--- src/pld_pkg.sv ---
// What this block does
// RL1 - Eight-bit ALU finishes every operation in one clock cycle, with conditions.
// RL2 - Both accumulators feed the ALU and comparators and take ALU results.
// RL3 - Both data registers feed ALU and comparators, never take ALU results.
// RL4 - Two four-byte queues load registers or capture accumulator or ALU values.
// RL5 - Eight sixteen-bit configuration words define the datapath function.
// RL6 - Configuration address comes from routing every cycle.
// RL7 - ALU does increment, decrement, add, subtract, and, or, xor, pass.
// RL8 - Shift left, shift right, nibble swap and OR mask follow the ALU.
// RL9 - Two masked comparators choose operands from accumulators and data registers.
// RL10 - Zero, all-ones and overflow conditions are generated as well.
// RL11 - A configurable subset of conditions drives the routing outputs.
// RL12 - Programmable most significant bit for arithmetic and shifts.
// RL13 - One CRC or pseudo-random step per cycle for any polynomial.
// RL14 - Each queue is input or output; bus respects that direction.
// RL15 - Queue status is selectable as datapath outputs.
// RL16 - Conditions, carries and shift data chain to neighbouring cells.
// RL17 - Carry and shift-out are registered and selectable later.
// RL18 - Six routing inputs and six routing outputs.
// RL19 - Every control register bit drives a routing signal.
// RL20 - Status register is read-only and shows routing signals.
// RL21 - Capture status bits latch events until read, then clear.
// RL22 - Each sub-block has its own clock enable control.
// RL23 - Addressed configuration word sets operation and destination each cycle.
`default_nettype none
package pld_pkg;
  // ----------------------------------------
  // Register offsets
  // ----------------------------------------
  localparam logic [4:0] ADR_ACC0 = 5'h00;
  localparam logic [4:0] ADR_ACC1 = 5'h01;
  localparam logic [4:0] ADR_DAT0 = 5'h02;
  localparam logic [4:0] ADR_DAT1 = 5'h03;
  localparam logic [4:0] ADR_Q0 = 5'h04;
  localparam logic [4:0] ADR_Q1 = 5'h05;
  localparam logic [4:0] ADR_MASK = 5'h06;
  localparam logic [4:0] ADR_MSB = 5'h07;
  localparam logic [4:0] ADR_POLY = 5'h08;
  localparam logic [4:0] ADR_CMSK0 = 5'h09;
  localparam logic [4:0] ADR_CMSK1 = 5'h0a;
  localparam logic [4:0] ADR_QDIR = 5'h0b;
  localparam logic [4:0] ADR_OSEL = 5'h0c;
  localparam logic [4:0] ADR_CTRL = 5'h0d;
  localparam logic [4:0] ADR_STAT = 5'h0e;
  localparam logic [4:0] ADR_CAPM = 5'h0f;
  localparam logic [4:0] ADR_CLKEN = 5'h10;
  localparam logic [4:0] ADR_CFG = 5'h18;
  // ----------------------------------------
  // Reset values and sizes
  // ----------------------------------------
  localparam logic [7:0] RST_MASK = 8'hff;
  localparam logic [2:0] RST_MSB = 3'h7;
  localparam logic [7:0] RST_CMSK = 8'hff;
  localparam logic [3:0] RST_CLKEN = 4'hf;
  localparam int CFG_WORDS = 8;
  localparam int Q_DEPTH = 4;
  localparam int ROUTE_W = 6;
  // ----------------------------------------
  // Configuration word layout
  // ----------------------------------------
  typedef enum logic [2:0] {
    OP_PASS, OP_INC, OP_DEC, OP_ADD, OP_SUB, OP_AND, OP_OR, OP_XOR
  } pld_op_t;
  typedef enum logic [1:0] {
    SH_NONE, SH_LEFT, SH_RIGHT, SH_SWAP
  } pld_shift_t;
  typedef struct packed {
    pld_op_t op;        // 15:13
    logic src_a;        // 12 accumulator one when set
    logic [1:0] src_b;  // 11:10 data0, data1, queue, other acc
    pld_shift_t shift;  // 9:8
    logic [1:0] dest;   // 7:6 none, acc0, acc1
    logic [1:0] cin;    // 5:4 zero, one, registered, chain
    logic crc;          // 3
    logic mask_en;      // 2
    logic [1:0] qwr;    // 1:0 bit0 queue0 write, bit1 queue1 write
  } pld_cfg_t;
  typedef struct packed {
    logic carry;
    logic shift;
    logic cmp_eq;
    logic cmp_lt;
  } pld_chain_t;
endpackage
`default_nettype wire

--- src/pld_datapath.sv ---
// Strobed register access and the register addresses are this design's own decisions.
`default_nettype none
module pld_datapath #(
  parameter int W = 8
) (
  // Clock and reset
  input wire logic core_clk,
  input wire logic rst_n,
  // Register port
  input wire logic [4:0] reg_addr,
  input wire logic [W-1:0] reg_wdata,
  input wire logic reg_wr,
  input wire logic reg_rd,
  output logic [W-1:0] reg_rdata,
  // Routing matrix
  input wire logic [pld_pkg::ROUTE_W-1:0] route_in,
  output logic [pld_pkg::ROUTE_W-1:0] route_out,
  output logic [W-1:0] ctrl_out,
  input wire logic [W-1:0] status_in,
  output logic [3:0] clk_en,
  // Chaining
  input wire pld_pkg::pld_chain_t chain_in,
  output pld_pkg::pld_chain_t chain_out
);
  // ----------------------------------------
  // Storage
  // ----------------------------------------
  logic [15:0] cfg_ram [pld_pkg::CFG_WORDS];
  logic [W-1:0] acc [2];
  logic [W-1:0] dat [2];
  logic [W-1:0] q_mem [2][pld_pkg::Q_DEPTH];
  logic [1:0] q_rp [2];
  logic [1:0] q_wp [2];
  logic [2:0] q_cnt [2];
  logic [W-1:0] out_mask, poly, ctrl, cap_mask, cap;
  logic [W-1:0] cmask [2];
  logic [2:0] msb;
  logic [1:0] qdir;
  logic [5:0] osel;
  logic carry_q, shout_q;
  logic [pld_pkg::ROUTE_W-1:0] rin_s1, rin_s2;
  logic [W-1:0] st_s1, st_s2;
  // ----------------------------------------
  // Routing inputs synchronised
  // ----------------------------------------
  always_ff @(posedge core_clk) begin
    rin_s1 <= route_in;
    rin_s2 <= rin_s1;
    st_s1 <= status_in;
    st_s2 <= st_s1;
  end
  // ----------------------------------------
  // Configuration select
  // ----------------------------------------
  wire logic [2:0] cfg_addr = rin_s2[2:0]; // RL6 RL18
  wire logic sin = rin_s2[3]; // RL18
  wire pld_pkg::pld_cfg_t cfg = pld_pkg::pld_cfg_t'(cfg_ram[cfg_addr]); // RL5
  // Run gate: datapath clock enable and routing enable bit
  wire logic dp_run = clk_en[2] & rin_s2[4]; // RL22
  // ----------------------------------------
  // Operand select
  // ----------------------------------------
  wire logic [W-1:0] opa = acc[cfg.src_a]; // RL2
  logic [W-1:0] opb;
  always_comb begin
    unique case (cfg.src_b)
      2'd0: opb = dat[0]; // RL3
      2'd1: opb = dat[1]; // RL3
      2'd2: opb = q_mem[0][q_rp[0]]; // RL4
      default: opb = acc[~cfg.src_a];
    endcase
  end
  logic cin;
  always_comb begin
    unique case (cfg.cin)
      2'd0: cin = 1'b0;
      2'd1: cin = 1'b1;
      2'd2: cin = carry_q; // RL17
      default: cin = chain_in.carry; // RL16
    endcase
  end
  // ----------------------------------------
  // ALU
  // ----------------------------------------
  function automatic logic [W-1:0] msb_mask(input logic [2:0] m);
    msb_mask = W'((9'h2 << m) - 9'h1);
  endfunction
  wire logic [W-1:0] vmask = msb_mask(msb); // RL12
  logic [W:0] sum;
  always_comb begin
    unique case (cfg.op) // RL1 RL7
      pld_pkg::OP_PASS: sum = {1'b0, opa};
      pld_pkg::OP_INC: sum = {1'b0, opa} + (W+1)'(1);
      pld_pkg::OP_DEC: sum = {1'b0, opa} - (W+1)'(1);
      pld_pkg::OP_ADD: sum = {1'b0, opa} + {1'b0, opb} + (W+1)'(cin);
      pld_pkg::OP_SUB: sum = {1'b0, opa} - {1'b0, opb} - (W+1)'(cin);
      pld_pkg::OP_AND: sum = {1'b0, opa & opb};
      pld_pkg::OP_OR: sum = {1'b0, opa | opb};
      pld_pkg::OP_XOR: sum = {1'b0, opa ^ opb};
    endcase
  end
  wire logic [W-1:0] alu_v = sum[W-1:0] & vmask;
  // Carry taken at the programmed msb, so narrow counters wrap correctly
  wire logic carry = (cfg.op inside {pld_pkg::OP_AND, pld_pkg::OP_OR,
    pld_pkg::OP_XOR, pld_pkg::OP_PASS}) ? 1'b0 :
    ((msb == 3'(W-1)) ? sum[W] : sum[msb + 3'd1]); // RL12
  wire logic ovf = (opa[msb] == (opb[msb] ^ (cfg.op == pld_pkg::OP_SUB)))
    & (alu_v[msb] != opa[msb]) & (cfg.op inside {pld_pkg::OP_ADD,
    pld_pkg::OP_SUB}); // RL10
  // CRC step: shift left at msb, feed back polynomial
  wire logic fb = alu_v[msb] ^ sin;
  wire logic [W-1:0] crc_v = ((alu_v << 1) ^ (fb ? poly : '0)) & vmask; // RL13
  logic [W-1:0] sh_v;
  logic shout;
  always_comb begin
    shout = 1'b0;
    unique case (cfg.shift) // RL8
      pld_pkg::SH_NONE: sh_v = alu_v;
      pld_pkg::SH_LEFT: begin
        sh_v = ((alu_v << 1) | W'(sin)) & vmask;
        shout = alu_v[msb];
      end
      pld_pkg::SH_RIGHT: begin
        sh_v = (alu_v >> 1) | (W'(chain_in.shift) << msb); // RL16
        shout = alu_v[0];
      end
      pld_pkg::SH_SWAP: sh_v = {alu_v[3:0], alu_v[7:4]};
    endcase
  end
  wire logic [W-1:0] res0 = cfg.crc ? crc_v : sh_v;
  wire logic [W-1:0] result = cfg.mask_en ? (res0 | out_mask) : res0; // RL8
  // ----------------------------------------
  // Conditions
  // ----------------------------------------
  wire logic [W-1:0] c0a = acc[0] & cmask[0];
  wire logic [W-1:0] c0b = dat[0] & cmask[0];
  wire logic [W-1:0] c1a = acc[1] & cmask[1];
  wire logic [W-1:0] c1b = (cfg.src_b[0] ? acc[0] : dat[1]) & cmask[1];
  wire logic eq0 = (c0a == c0b); // RL9
  wire logic lt0 = (c0a < c0b); // RL9
  wire logic eq1 = (c1a == c1b) & chain_in.cmp_eq; // RL9 RL16
  wire logic lt1 = (c1a < c1b) | (chain_in.cmp_lt & (c1a == c1b));
  wire logic z0 = (acc[0] == '0); // RL10
  wire logic z1 = (acc[1] == '0);
  wire logic ff0 = (acc[0] == vmask); // RL10
  wire logic ff1 = (acc[1] == vmask);
  wire logic [1:0] q_full, q_empty;
  wire logic [15:0] conds = {shout_q, q_full, q_empty, carry_q, ovf,
    ff1, ff0, z1, z0, lt1, eq1, lt0, eq0, 1'b0}; // RL15
  genvar gi;
  generate
    for (gi = 0; gi < pld_pkg::ROUTE_W; gi++) begin : g_out
      wire logic [3:0] s = (gi == 5) ? 4'h0 : osel[3:0] + 4'(gi);
      assign route_out[gi] = (gi == 5) ? shout_q : conds[s]; // RL11 RL18
    end
  endgenerate
  assign chain_out = '{carry: carry, shift: shout, cmp_eq: eq1, cmp_lt: lt1};
  // ----------------------------------------
  // Queues
  // ----------------------------------------
  wire logic wr_hit = reg_wr;
  wire logic [1:0] bus_qw, bus_qr, dp_qw, dp_qr, q_push, q_pop;
  generate
    for (gi = 0; gi < 2; gi++) begin : g_q
      wire logic is_q = (reg_addr == (pld_pkg::ADR_Q0 + 5'(gi)));
      assign q_full[gi] = (q_cnt[gi] == 3'(pld_pkg::Q_DEPTH));
      assign q_empty[gi] = (q_cnt[gi] == 3'd0);
      // Bus may only feed an input queue and drain an output one
      assign bus_qw[gi] = reg_wr & is_q & ~qdir[gi] & ~q_full[gi]; // RL14
      assign bus_qr[gi] = reg_rd & is_q & qdir[gi] & ~q_empty[gi]; // RL14
      assign dp_qw[gi] = dp_run & cfg.qwr[gi] & qdir[gi] & ~q_full[gi];
      assign dp_qr[gi] = dp_run & ~qdir[gi] & ~q_empty[gi] &
        (gi == 0 ? cfg.src_b == 2'd2 : cfg.dest == 2'd3); // RL4
      assign q_push[gi] = bus_qw[gi] | dp_qw[gi];
      assign q_pop[gi] = bus_qr[gi] | dp_qr[gi];
      always_ff @(posedge core_clk) begin
        if (!rst_n) begin
          q_rp[gi] <= 2'd0;
          q_wp[gi] <= 2'd0;
          q_cnt[gi] <= 3'd0;
        end else begin
          if (q_push[gi]) q_wp[gi] <= q_wp[gi] + 2'd1;
          if (q_pop[gi]) q_rp[gi] <= q_rp[gi] + 2'd1;
          q_cnt[gi] <= q_cnt[gi] + 3'(q_push[gi]) - 3'(q_pop[gi]);
        end
      end
      // Output queue captures accumulator 0 for queue 0, ALU for queue 1
      always_ff @(posedge core_clk) begin
        if (q_push[gi]) begin
          q_mem[gi][q_wp[gi]] <= bus_qw[gi] ? reg_wdata
            : (gi == 0 ? acc[0] : result); // RL4
        end
      end
    end
  endgenerate
  // ----------------------------------------
  // Working registers
  // ----------------------------------------
  wire logic [W-1:0] q1_head = q_mem[1][q_rp[1]];
  always_ff @(posedge core_clk) begin
    if (!rst_n) begin
      acc[0] <= '0;
      acc[1] <= '0;
      dat[0] <= '0;
      dat[1] <= '0;
      carry_q <= 1'b0;
      shout_q <= 1'b0;
    end else begin
      if (dp_run) begin
        carry_q <= carry; // RL17
        shout_q <= shout; // RL17
        if (cfg.dest == 2'd1) acc[0] <= result; // RL2 RL23
        if (cfg.dest == 2'd2) acc[1] <= result; // RL2 RL23
        if (dp_qr[1]) dat[1] <= q1_head; // RL4
      end
      if (wr_hit && reg_addr == pld_pkg::ADR_ACC0) acc[0] <= reg_wdata;
      if (wr_hit && reg_addr == pld_pkg::ADR_ACC1) acc[1] <= reg_wdata;
      if (wr_hit && reg_addr == pld_pkg::ADR_DAT0) dat[0] <= reg_wdata;
      if (wr_hit && reg_addr == pld_pkg::ADR_DAT1) dat[1] <= reg_wdata;
    end
  end
  // ----------------------------------------
  // Config and control registers
  // ----------------------------------------
  wire logic cfg_hit = wr_hit && (reg_addr[4:3] == pld_pkg::ADR_CFG[4:3]);
  logic cfg_hi;
  always_ff @(posedge core_clk) begin
    if (!rst_n) begin
      out_mask <= pld_pkg::RST_MASK;
      msb <= pld_pkg::RST_MSB;
      poly <= '0;
      cmask[0] <= pld_pkg::RST_CMSK;
      cmask[1] <= pld_pkg::RST_CMSK;
      qdir <= 2'b00;
      osel <= '0;
      ctrl <= '0;
      cap_mask <= '0;
      clk_en <= pld_pkg::RST_CLKEN;
      cfg_hi <= 1'b0;
    end else if (wr_hit) begin
      unique case (reg_addr)
        pld_pkg::ADR_MASK: out_mask <= reg_wdata;
        pld_pkg::ADR_MSB: msb <= reg_wdata[2:0]; // RL12
        pld_pkg::ADR_POLY: poly <= reg_wdata;
        pld_pkg::ADR_CMSK0: cmask[0] <= reg_wdata;
        pld_pkg::ADR_CMSK1: cmask[1] <= reg_wdata;
        pld_pkg::ADR_QDIR: qdir <= reg_wdata[1:0]; // RL14
        pld_pkg::ADR_OSEL: osel <= reg_wdata[5:0]; // RL11
        pld_pkg::ADR_CTRL: ctrl <= reg_wdata; // RL19
        pld_pkg::ADR_CAPM: cap_mask <= reg_wdata;
        pld_pkg::ADR_CLKEN: {cfg_hi, clk_en} <= {reg_wdata[7], reg_wdata[3:0]};
        default: ;
      endcase
    end
  end
  // Config words written a byte at a time; bit 7 of clock reg picks half
  always_ff @(posedge core_clk) begin
    if (cfg_hit) begin
      if (cfg_hi) cfg_ram[reg_addr[2:0]][15:8] <= reg_wdata; // RL5
      else cfg_ram[reg_addr[2:0]][7:0] <= reg_wdata;
    end
  end
  // Control outputs are forced to zero while the control unit clock is off
  assign ctrl_out = ctrl & {W{clk_en[3]}}; // RL19 RL22
  // ----------------------------------------
  // Status capture
  // ----------------------------------------
  wire logic st_rd = reg_rd && reg_addr == pld_pkg::ADR_STAT;
  always_ff @(posedge core_clk) begin
    if (!rst_n) cap <= '0;
    else cap <= ((st_rd ? '0 : cap) | st_s2) & cap_mask; // RL21
  end
  // ----------------------------------------
  // Read data
  // ----------------------------------------
  logic [W-1:0] next_rdata;
  always_comb begin
    unique case (reg_addr)
      pld_pkg::ADR_ACC0: next_rdata = acc[0];
      pld_pkg::ADR_ACC1: next_rdata = acc[1];
      pld_pkg::ADR_DAT0: next_rdata = dat[0];
      pld_pkg::ADR_DAT1: next_rdata = dat[1];
      pld_pkg::ADR_Q0: next_rdata = bus_qr[0] ? q_mem[0][q_rp[0]] : '0;
      pld_pkg::ADR_Q1: next_rdata = bus_qr[1] ? q1_head : '0;
      pld_pkg::ADR_MASK: next_rdata = out_mask;
      pld_pkg::ADR_MSB: next_rdata = W'(msb);
      pld_pkg::ADR_POLY: next_rdata = poly;
      pld_pkg::ADR_CMSK0: next_rdata = cmask[0]; // RL9
      pld_pkg::ADR_CMSK1: next_rdata = cmask[1]; // RL9
      pld_pkg::ADR_QDIR: next_rdata = W'({2'b0, q_full, q_empty, qdir});
      pld_pkg::ADR_OSEL: next_rdata = W'(osel);
      pld_pkg::ADR_CTRL: next_rdata = ctrl;
      pld_pkg::ADR_STAT: next_rdata = (st_s2 & ~cap_mask) | cap; // RL20
      pld_pkg::ADR_CAPM: next_rdata = cap_mask;
      pld_pkg::ADR_CLKEN: next_rdata = W'({cfg_hi, 3'b0, clk_en});
      default: next_rdata = '0;
    endcase
  end
  always_ff @(posedge core_clk) begin
    if (!rst_n) reg_rdata <= '0;
    else reg_rdata <= reg_rd ? next_rdata : '0;
  end
endmodule
`default_nettype wire

--- config.mk ---
export PLATFORM = sky130hd
export DESIGN_NAME = pld_datapath
export DESIGN_NICKNAME = d
export VERILOG_FILES = /design/src/pld_pkg.sv /design/src/pld_datapath.sv
export SDC_FILE = /design/constraint.sdc
export NUM_CORES = 1
export LEC_CHECK = 0
export BUFFER_PORTS_ARGS = -buffer_cell sky130_fd_sc_hd__buf_2
export CAP_MARGIN = 20
export CORE_AREA = 8 8 241 197
export DETAILED_ROUTE_END_ITERATION = 7
export DIE_AREA = 0 0 249 205
export GPL_ROUTABILITY_DRIVEN = 0
export SYNTH_ARGS = -nofsm -noshare
export SYNTH_HDL_FRONTEND = slang
export SYNTH_SLANG_ARGS = --single-unit
--- constraint.sdc ---
create_clock -name core_clk -period 8.8 [get_ports core_clk]
set_clock_uncertainty 0.2 [all_clocks]
set_input_delay 1.76 -clock core_clk [delete_from_list [all_inputs] [get_ports core_clk]]
set_output_delay 1.76 -clock core_clk [all_outputs]
set_load 0.1 [all_outputs]
* Yosys cells after proc, flatten, opt, wreduce, memory -nomap -nowiden *
Memory sizes are Yosys's and may differ from the RTL's. A register that Yosys moved wholly into a read port is not among the register bits.
Cells that the tools add are included.

storage, ports and cells
  bits in registers = 92
  bits in writable memories = 254
  input bits = 35
  output and inout bits = 30
  logic and storage cells = 329
  memories = 8

cells by class
  add/sub/neg operators = 20
  order comparisons = 15
  eq/ne operators = 43
  shifts and indexed selects = 2
  muxes and demuxes = 114
  bitwise gates (word level) = 82
  reductions and logical operators = 28

memory list
  memory           depth  width  rd ports  clocked after Yosys merged registers in  write ports  RTL line            text
  cfg_ram          8      16     1         1                                        1            pld_datapath.sv:28  logic [15:0] cfg_ram [pld_pkg::CFG_WORDS];
  q_mem            2      32     2         0                                        2            pld_datapath.sv:31  logic [W-1:0] q_mem [2][pld_pkg::Q_DEPTH];
  acc              2      8      4         0                                        2            pld_datapath.sv:29  logic [W-1:0] acc [2];
  cmask            2      8      2         0                                        2            pld_datapath.sv:36  logic [W-1:0] cmask [2];
  dat              2      8      2         0                                        2            pld_datapath.sv:30  logic [W-1:0] dat [2];
  q_cnt            2      3      2         0                                        2            pld_datapath.sv:34  logic [2:0] q_cnt [2];
  2 more memories  --     --     --        --                                       --           --

operators by type and width
  kind                                                                           count
  8-bit 2-to-1 mux                                                               24
  8-bit one-hot mux with 17 select lines                                         1
  8-bit bitwise AND                                                              11
  9-bit one-hot mux with 8 select lines                                          1
  32-bit 2-to-1 mux                                                              2
  1-bit 2-to-1 mux                                                               63
  5-bit by 4-bit == test with 1-bit output (second input constant)               8
  8-bit binary-select mux with 2-bit select                                      2
  8-bit demux with 2-bit select                                                  2
  8-bit == test                                                                  4
  8-bit bitwise OR                                                               4
  8-bit one-hot mux with 4 select lines                                          1
  1-bit bitwise AND                                                              29
  4-bit by 5-bit less-than comparator with 1-bit output (second input constant)  5
  8-bit one-hot mux with 3 select lines                                          1
  3-bit == test (second input constant)                                          7
  1-bit binary-select mux with 4-bit select                                      5
  5-bit by 3-bit == test with 1-bit output (second input constant)               4
  1-bit bitwise OR                                                               20
  2-bit AND reduction                                                            9
  8-bit logical NOT                                                              2
  8-bit less-than comparator                                                     2
  8-bit bitwise XOR                                                              2
  2-bit == test (second input constant)                                          7
  45 further kinds                                                               88

* Depth between registers and ports, before layout *
An unclocked memory read counts as a cell.

  depth after elaboration = 21
  mapped depth = 26

* Worst setup path after synthesis *
No wires, ideal clock.

  kind = reg2out
  start point = register rin_s2[0] (netlist name)
  end point = output port route_out[1] (netlist bit)
  arrival = 8174 ps
  required time = 6840 ps
  slack = -1334 ps
  stages on the path, launching flop included = 26
  path buffers = 4
  path through = dfxtp_1 > buf_6 > buf_4 > buf_1 > buf_1 > mux4_2 > mux2i_1 > o21ai_0 > o31ai_1 > xnor2_1 > ha_1 > or2_2 > inv_1 > fa_1 > nand2b_1 > a2111oi_0 > nor3b_1 > o311ai_0 > a21o_1 > o311ai_0 > o2111a_1 > nor4_4 > o21ai_1 > nand2_1 > o21ai_1 > a311oi_1

RTL lines
  what       RTL line            text
  to (decl)  pld_datapath.sv:17  output logic [pld_pkg::ROUTE_W-1:0] route_out,

==> flow_metrics.env <==
export IMPL_status="complete, but fails checks"
export IMPL_violations="design-rule violations"
export IMPL_synth_seq_area_share_pct=48.6
export IMPL_wl_mm=62.6
export IMPL_hold_path_startpoint="st_s1[1]"
export IMPL_cts_root_buf="clkbuf_16"
export IMPL_clk_latency_ns=0.57
export IMPL_cts_tree="yes"
export IMPL_syn_to_final_growth_pct=12.7
export IMPL_r2r_cells=24
export IMPL_ys_types=88
export IMPL_synthArstFlopShare_pct=0
export IMPL_drive_gt1_share_pct=16.9
export IMPL_whs_endpoint="st_s2[1]"
export IMPL_critical_path_buf_inv_count=4
export IMPL_powerDensity_nw_per_um2=194
export IMPL_antenna_found_initial=6
export IMPL_wire_per_inst_um=25.7
export IMPL_synth_seq_cells=346
export IMPL_drv_slew=0
export IMPL_ant_nets=0
export IMPL_layout_commonest_cell="edfxtp_1"
export IMPL_path_max_fanout=14
export IMPL_dp_cells=2358
export IMPL_synth_area_sq_um=19400
export IMPL_worst_pin_slew_ns=1.07
export IMPL_overflow=0
export IMPL_drt_iter0_drc=2024
export IMPL_nets=1953
export IMPL_die_h_um=205
export IMPL_fin_ws_ns=0.224
export IMPL_layout_min_cycle_time_ns=8.58
export IMPL_maxSlewHeadroom_pct=27.9
export IMPL_core_area_sq_um=43600
export IMPL_period_share_pct=97.5
export IMPL_synth_edf_count=248
export IMPL_clk_path_buf_depth=3
export IMPL_setup_violations=0
export IMPL_final_hold_viol_count=0
export IMPL_postSynthAreaPerCell_sq_um=10.9
export IMPL_max_stage_delay_ns=0.62
export IMPL_worstPathCellList="buf_12 > mux2_2 > mux4_2 > mux2_2 > mux2i_1 > mux2i_2 > buf_4 > ha_1 > inv_1 > ha_1 > or2_2 > and3_1 > and3_1 > or4_1 > nand3_1 > a31oi_1 > a311oi_2 > nor4_4 > a21o_1 > nand2_2 > a31oi_1 > a211oi_4 > buf_12"
export IMPL_pre_cts_ws_ns=0.0912
export IMPL_grt_pass1_wl_mm=93.1
export IMPL_slowest_stage="mux4_2"
export IMPL_firstDrtPassIters=8
export IMPL_worstReg2RegEnd="q_mem[0][33]"
export IMPL_path_delay_family="simple AND/OR/NAND/NOR gates"
export IMPL_syn_nets=1901
export IMPL_whs_ns=0.125
export IMPL_hold_depth=0
export IMPL_vias=15200
export IMPL_track_usage_pct=23.9
export IMPL_hold_buffers=0
export IMPL_path_clk_slew_ns=0.06
export IMPL_start_util_pct=44.4
export IMPL_synthFlopType="edfxtp_1"
export IMPL_cp_data_required_time_ns=6.84
export IMPL_drv_cap=0
export IMPL_ff2ff_setup_slack_ns=1.73
export IMPL_fin_cells=2436
export IMPL_viasPerCell=6.23
export IMPL_ys_warn_count=0
export IMPL_cts_sinks=346
export IMPL_cts_buffers=39
export IMPL_hold_class="flop to flop"
export IMPL_dp_hpwl_mm=44.8
export IMPL_leakage_nw=8.08
export IMPL_layout_common_cells="edfxtp_1, nand2_1, nand3_1"
export IMPL_die_w_um=249
export IMPL_final_util_pct=50.0
export IMPL_first_global_vias=14500
export IMPL_arrival_ns=6.62
export IMPL_ir_drop_uv=158
export IMPL_worstSetupStartpointType="flop"
export IMPL_critPathKind="flop to output pin"
export IMPL_dieArea_sq_um=51000
export IMPL_fmax_ghz=0.117
export IMPL_rr_startpoint="rin_s2[0]"
export IMPL_io_pins=65
export IMPL_tns_ns=0
export IMPL_drc=4
export IMPL_synthCells=1783
export IMPL_rows=69
export IMPL_end_kind="output pin"
export IMPL_grt_max_degree=63
export IMPL_h_tree_depth=2
export IMPL_numPortBuffers=63
[synth_stat cells (all sizes together) (5+ instances only)]
cell type,number,area (sq um)
a211oi,16,125
nor2b,27,169
dfxtp,98,1960
clkbuf,85,319
or4,5,37.5
a21oi,61,309
fa,6,120
inv,60,225
nand2,233,875
o311ai,6,52.6
nor3,43,220
a222oi,13,130
nor2,87,329
nand2b,14,87.6
a22oi,26,200
buf,32,203
xnor2,23,209
a31oi,18,113
nand4,19,119
or2,6,37.5
xor2,6,52.6
and3,18,113
o21ai,72,364
mux4,53,1190
mux2,43,488
a21boi,39,293
edfxtp,248,7450
a21o,14,106
o21a,14,105
a2111oi,5,43.8
nor4,7,58.8
or3,5,31.3
o211ai,13,103
mux2i,50,542
and2,46,288
nor3b,6,45.0
a221oi,11,96.3
o31ai,10,75.1
ha,77,963
a22o,14,123
nand3,98,490
o22ai,6,37.5
[sequential cells by signal, indices dropped and copies added (netlist names), 16 cells and up]
| name | flops |
|---|---|
| cfg_ram | 128 |
| q_mem | 64 |
| acc | 16 |
| cmask | 16 |
| dat | 16 |
[stage by stage]
step	instance area, sq um	total power, mW
floorplan	19400	2.40
global placement	20500	2.67
detailed placement	20500	2.67
CTS	21700	4.23
global route	21800	4.38
finish	21800	4.24
[how the worst max path moves through the flow]
| stage | startpoint | end | slack (ns) | cells after the start |
|---|---|---|---|---|
| finish | rin_s2[0] | route_out[3] | 0.22 | 23 |
| global route | rin_s2[0] | route_out[3] | -0.002 | 23 |
| CTS | rin_s2[0] | route_out[4] | 0.06 | 21 |
| detailed placement | chain_in[3] | route_out[3] | 0.09 | 22 |
| global placement | chain_in[3] | route_out[3] | 0.26 | 22 |
| floorplan | rin_s2[0] | route_out[0] | -0.43 | 25 |
[power breakdown]
group	internal (mW)	switching, mW	leakage [nW]
clock	0.886	0.671	0.595
sequential	1.79	0.0506	3.10
combinational	0.315	0.529	4.38
[logic make-up after synthesis]
logic type / Yosys count / share of synthesized area [%]
fa+ha+maj: 83 / 5.60
mux: 146 / 11.5
simple gates: 624 / 15.4
buf+inv: 177 / 3.86
flops: 346 / 48.6
compound gates: 378 / 13.7
xor+xnor: 29 / 1.35
[area by class of cell]
type                            count  area, sq um
Fill cell                        3854        21800
Inverter                           60          225
Antenna cell                        3         7.51
Multi-Input combinational cell   1260         9290
Clock inverter                     17          113
Tap cell                          568          711
Timing Repair Buffer              128          958
Clock buffer                       54         1100
Sequential cell                   346         9420
[timing repair]
item / in CTS / in global routing
buffers inserted: 2 / 1
pin swaps: 0 / 2
gates resized for setup: 7 / 12
endpoints found under the setup margin: 7 / 7
cloned: 0 / 1
[layer usage]
layer	share of wire, %	track usage, %	up-vias
met2	43	35.8	824
li1	-	-	6801
met3	10	5.07	163
met5	0.035	0	-
met1	43	33.9	7374
met4	4.0	9.01	4
Note: power is estimated with default switching activity, not from simulation.
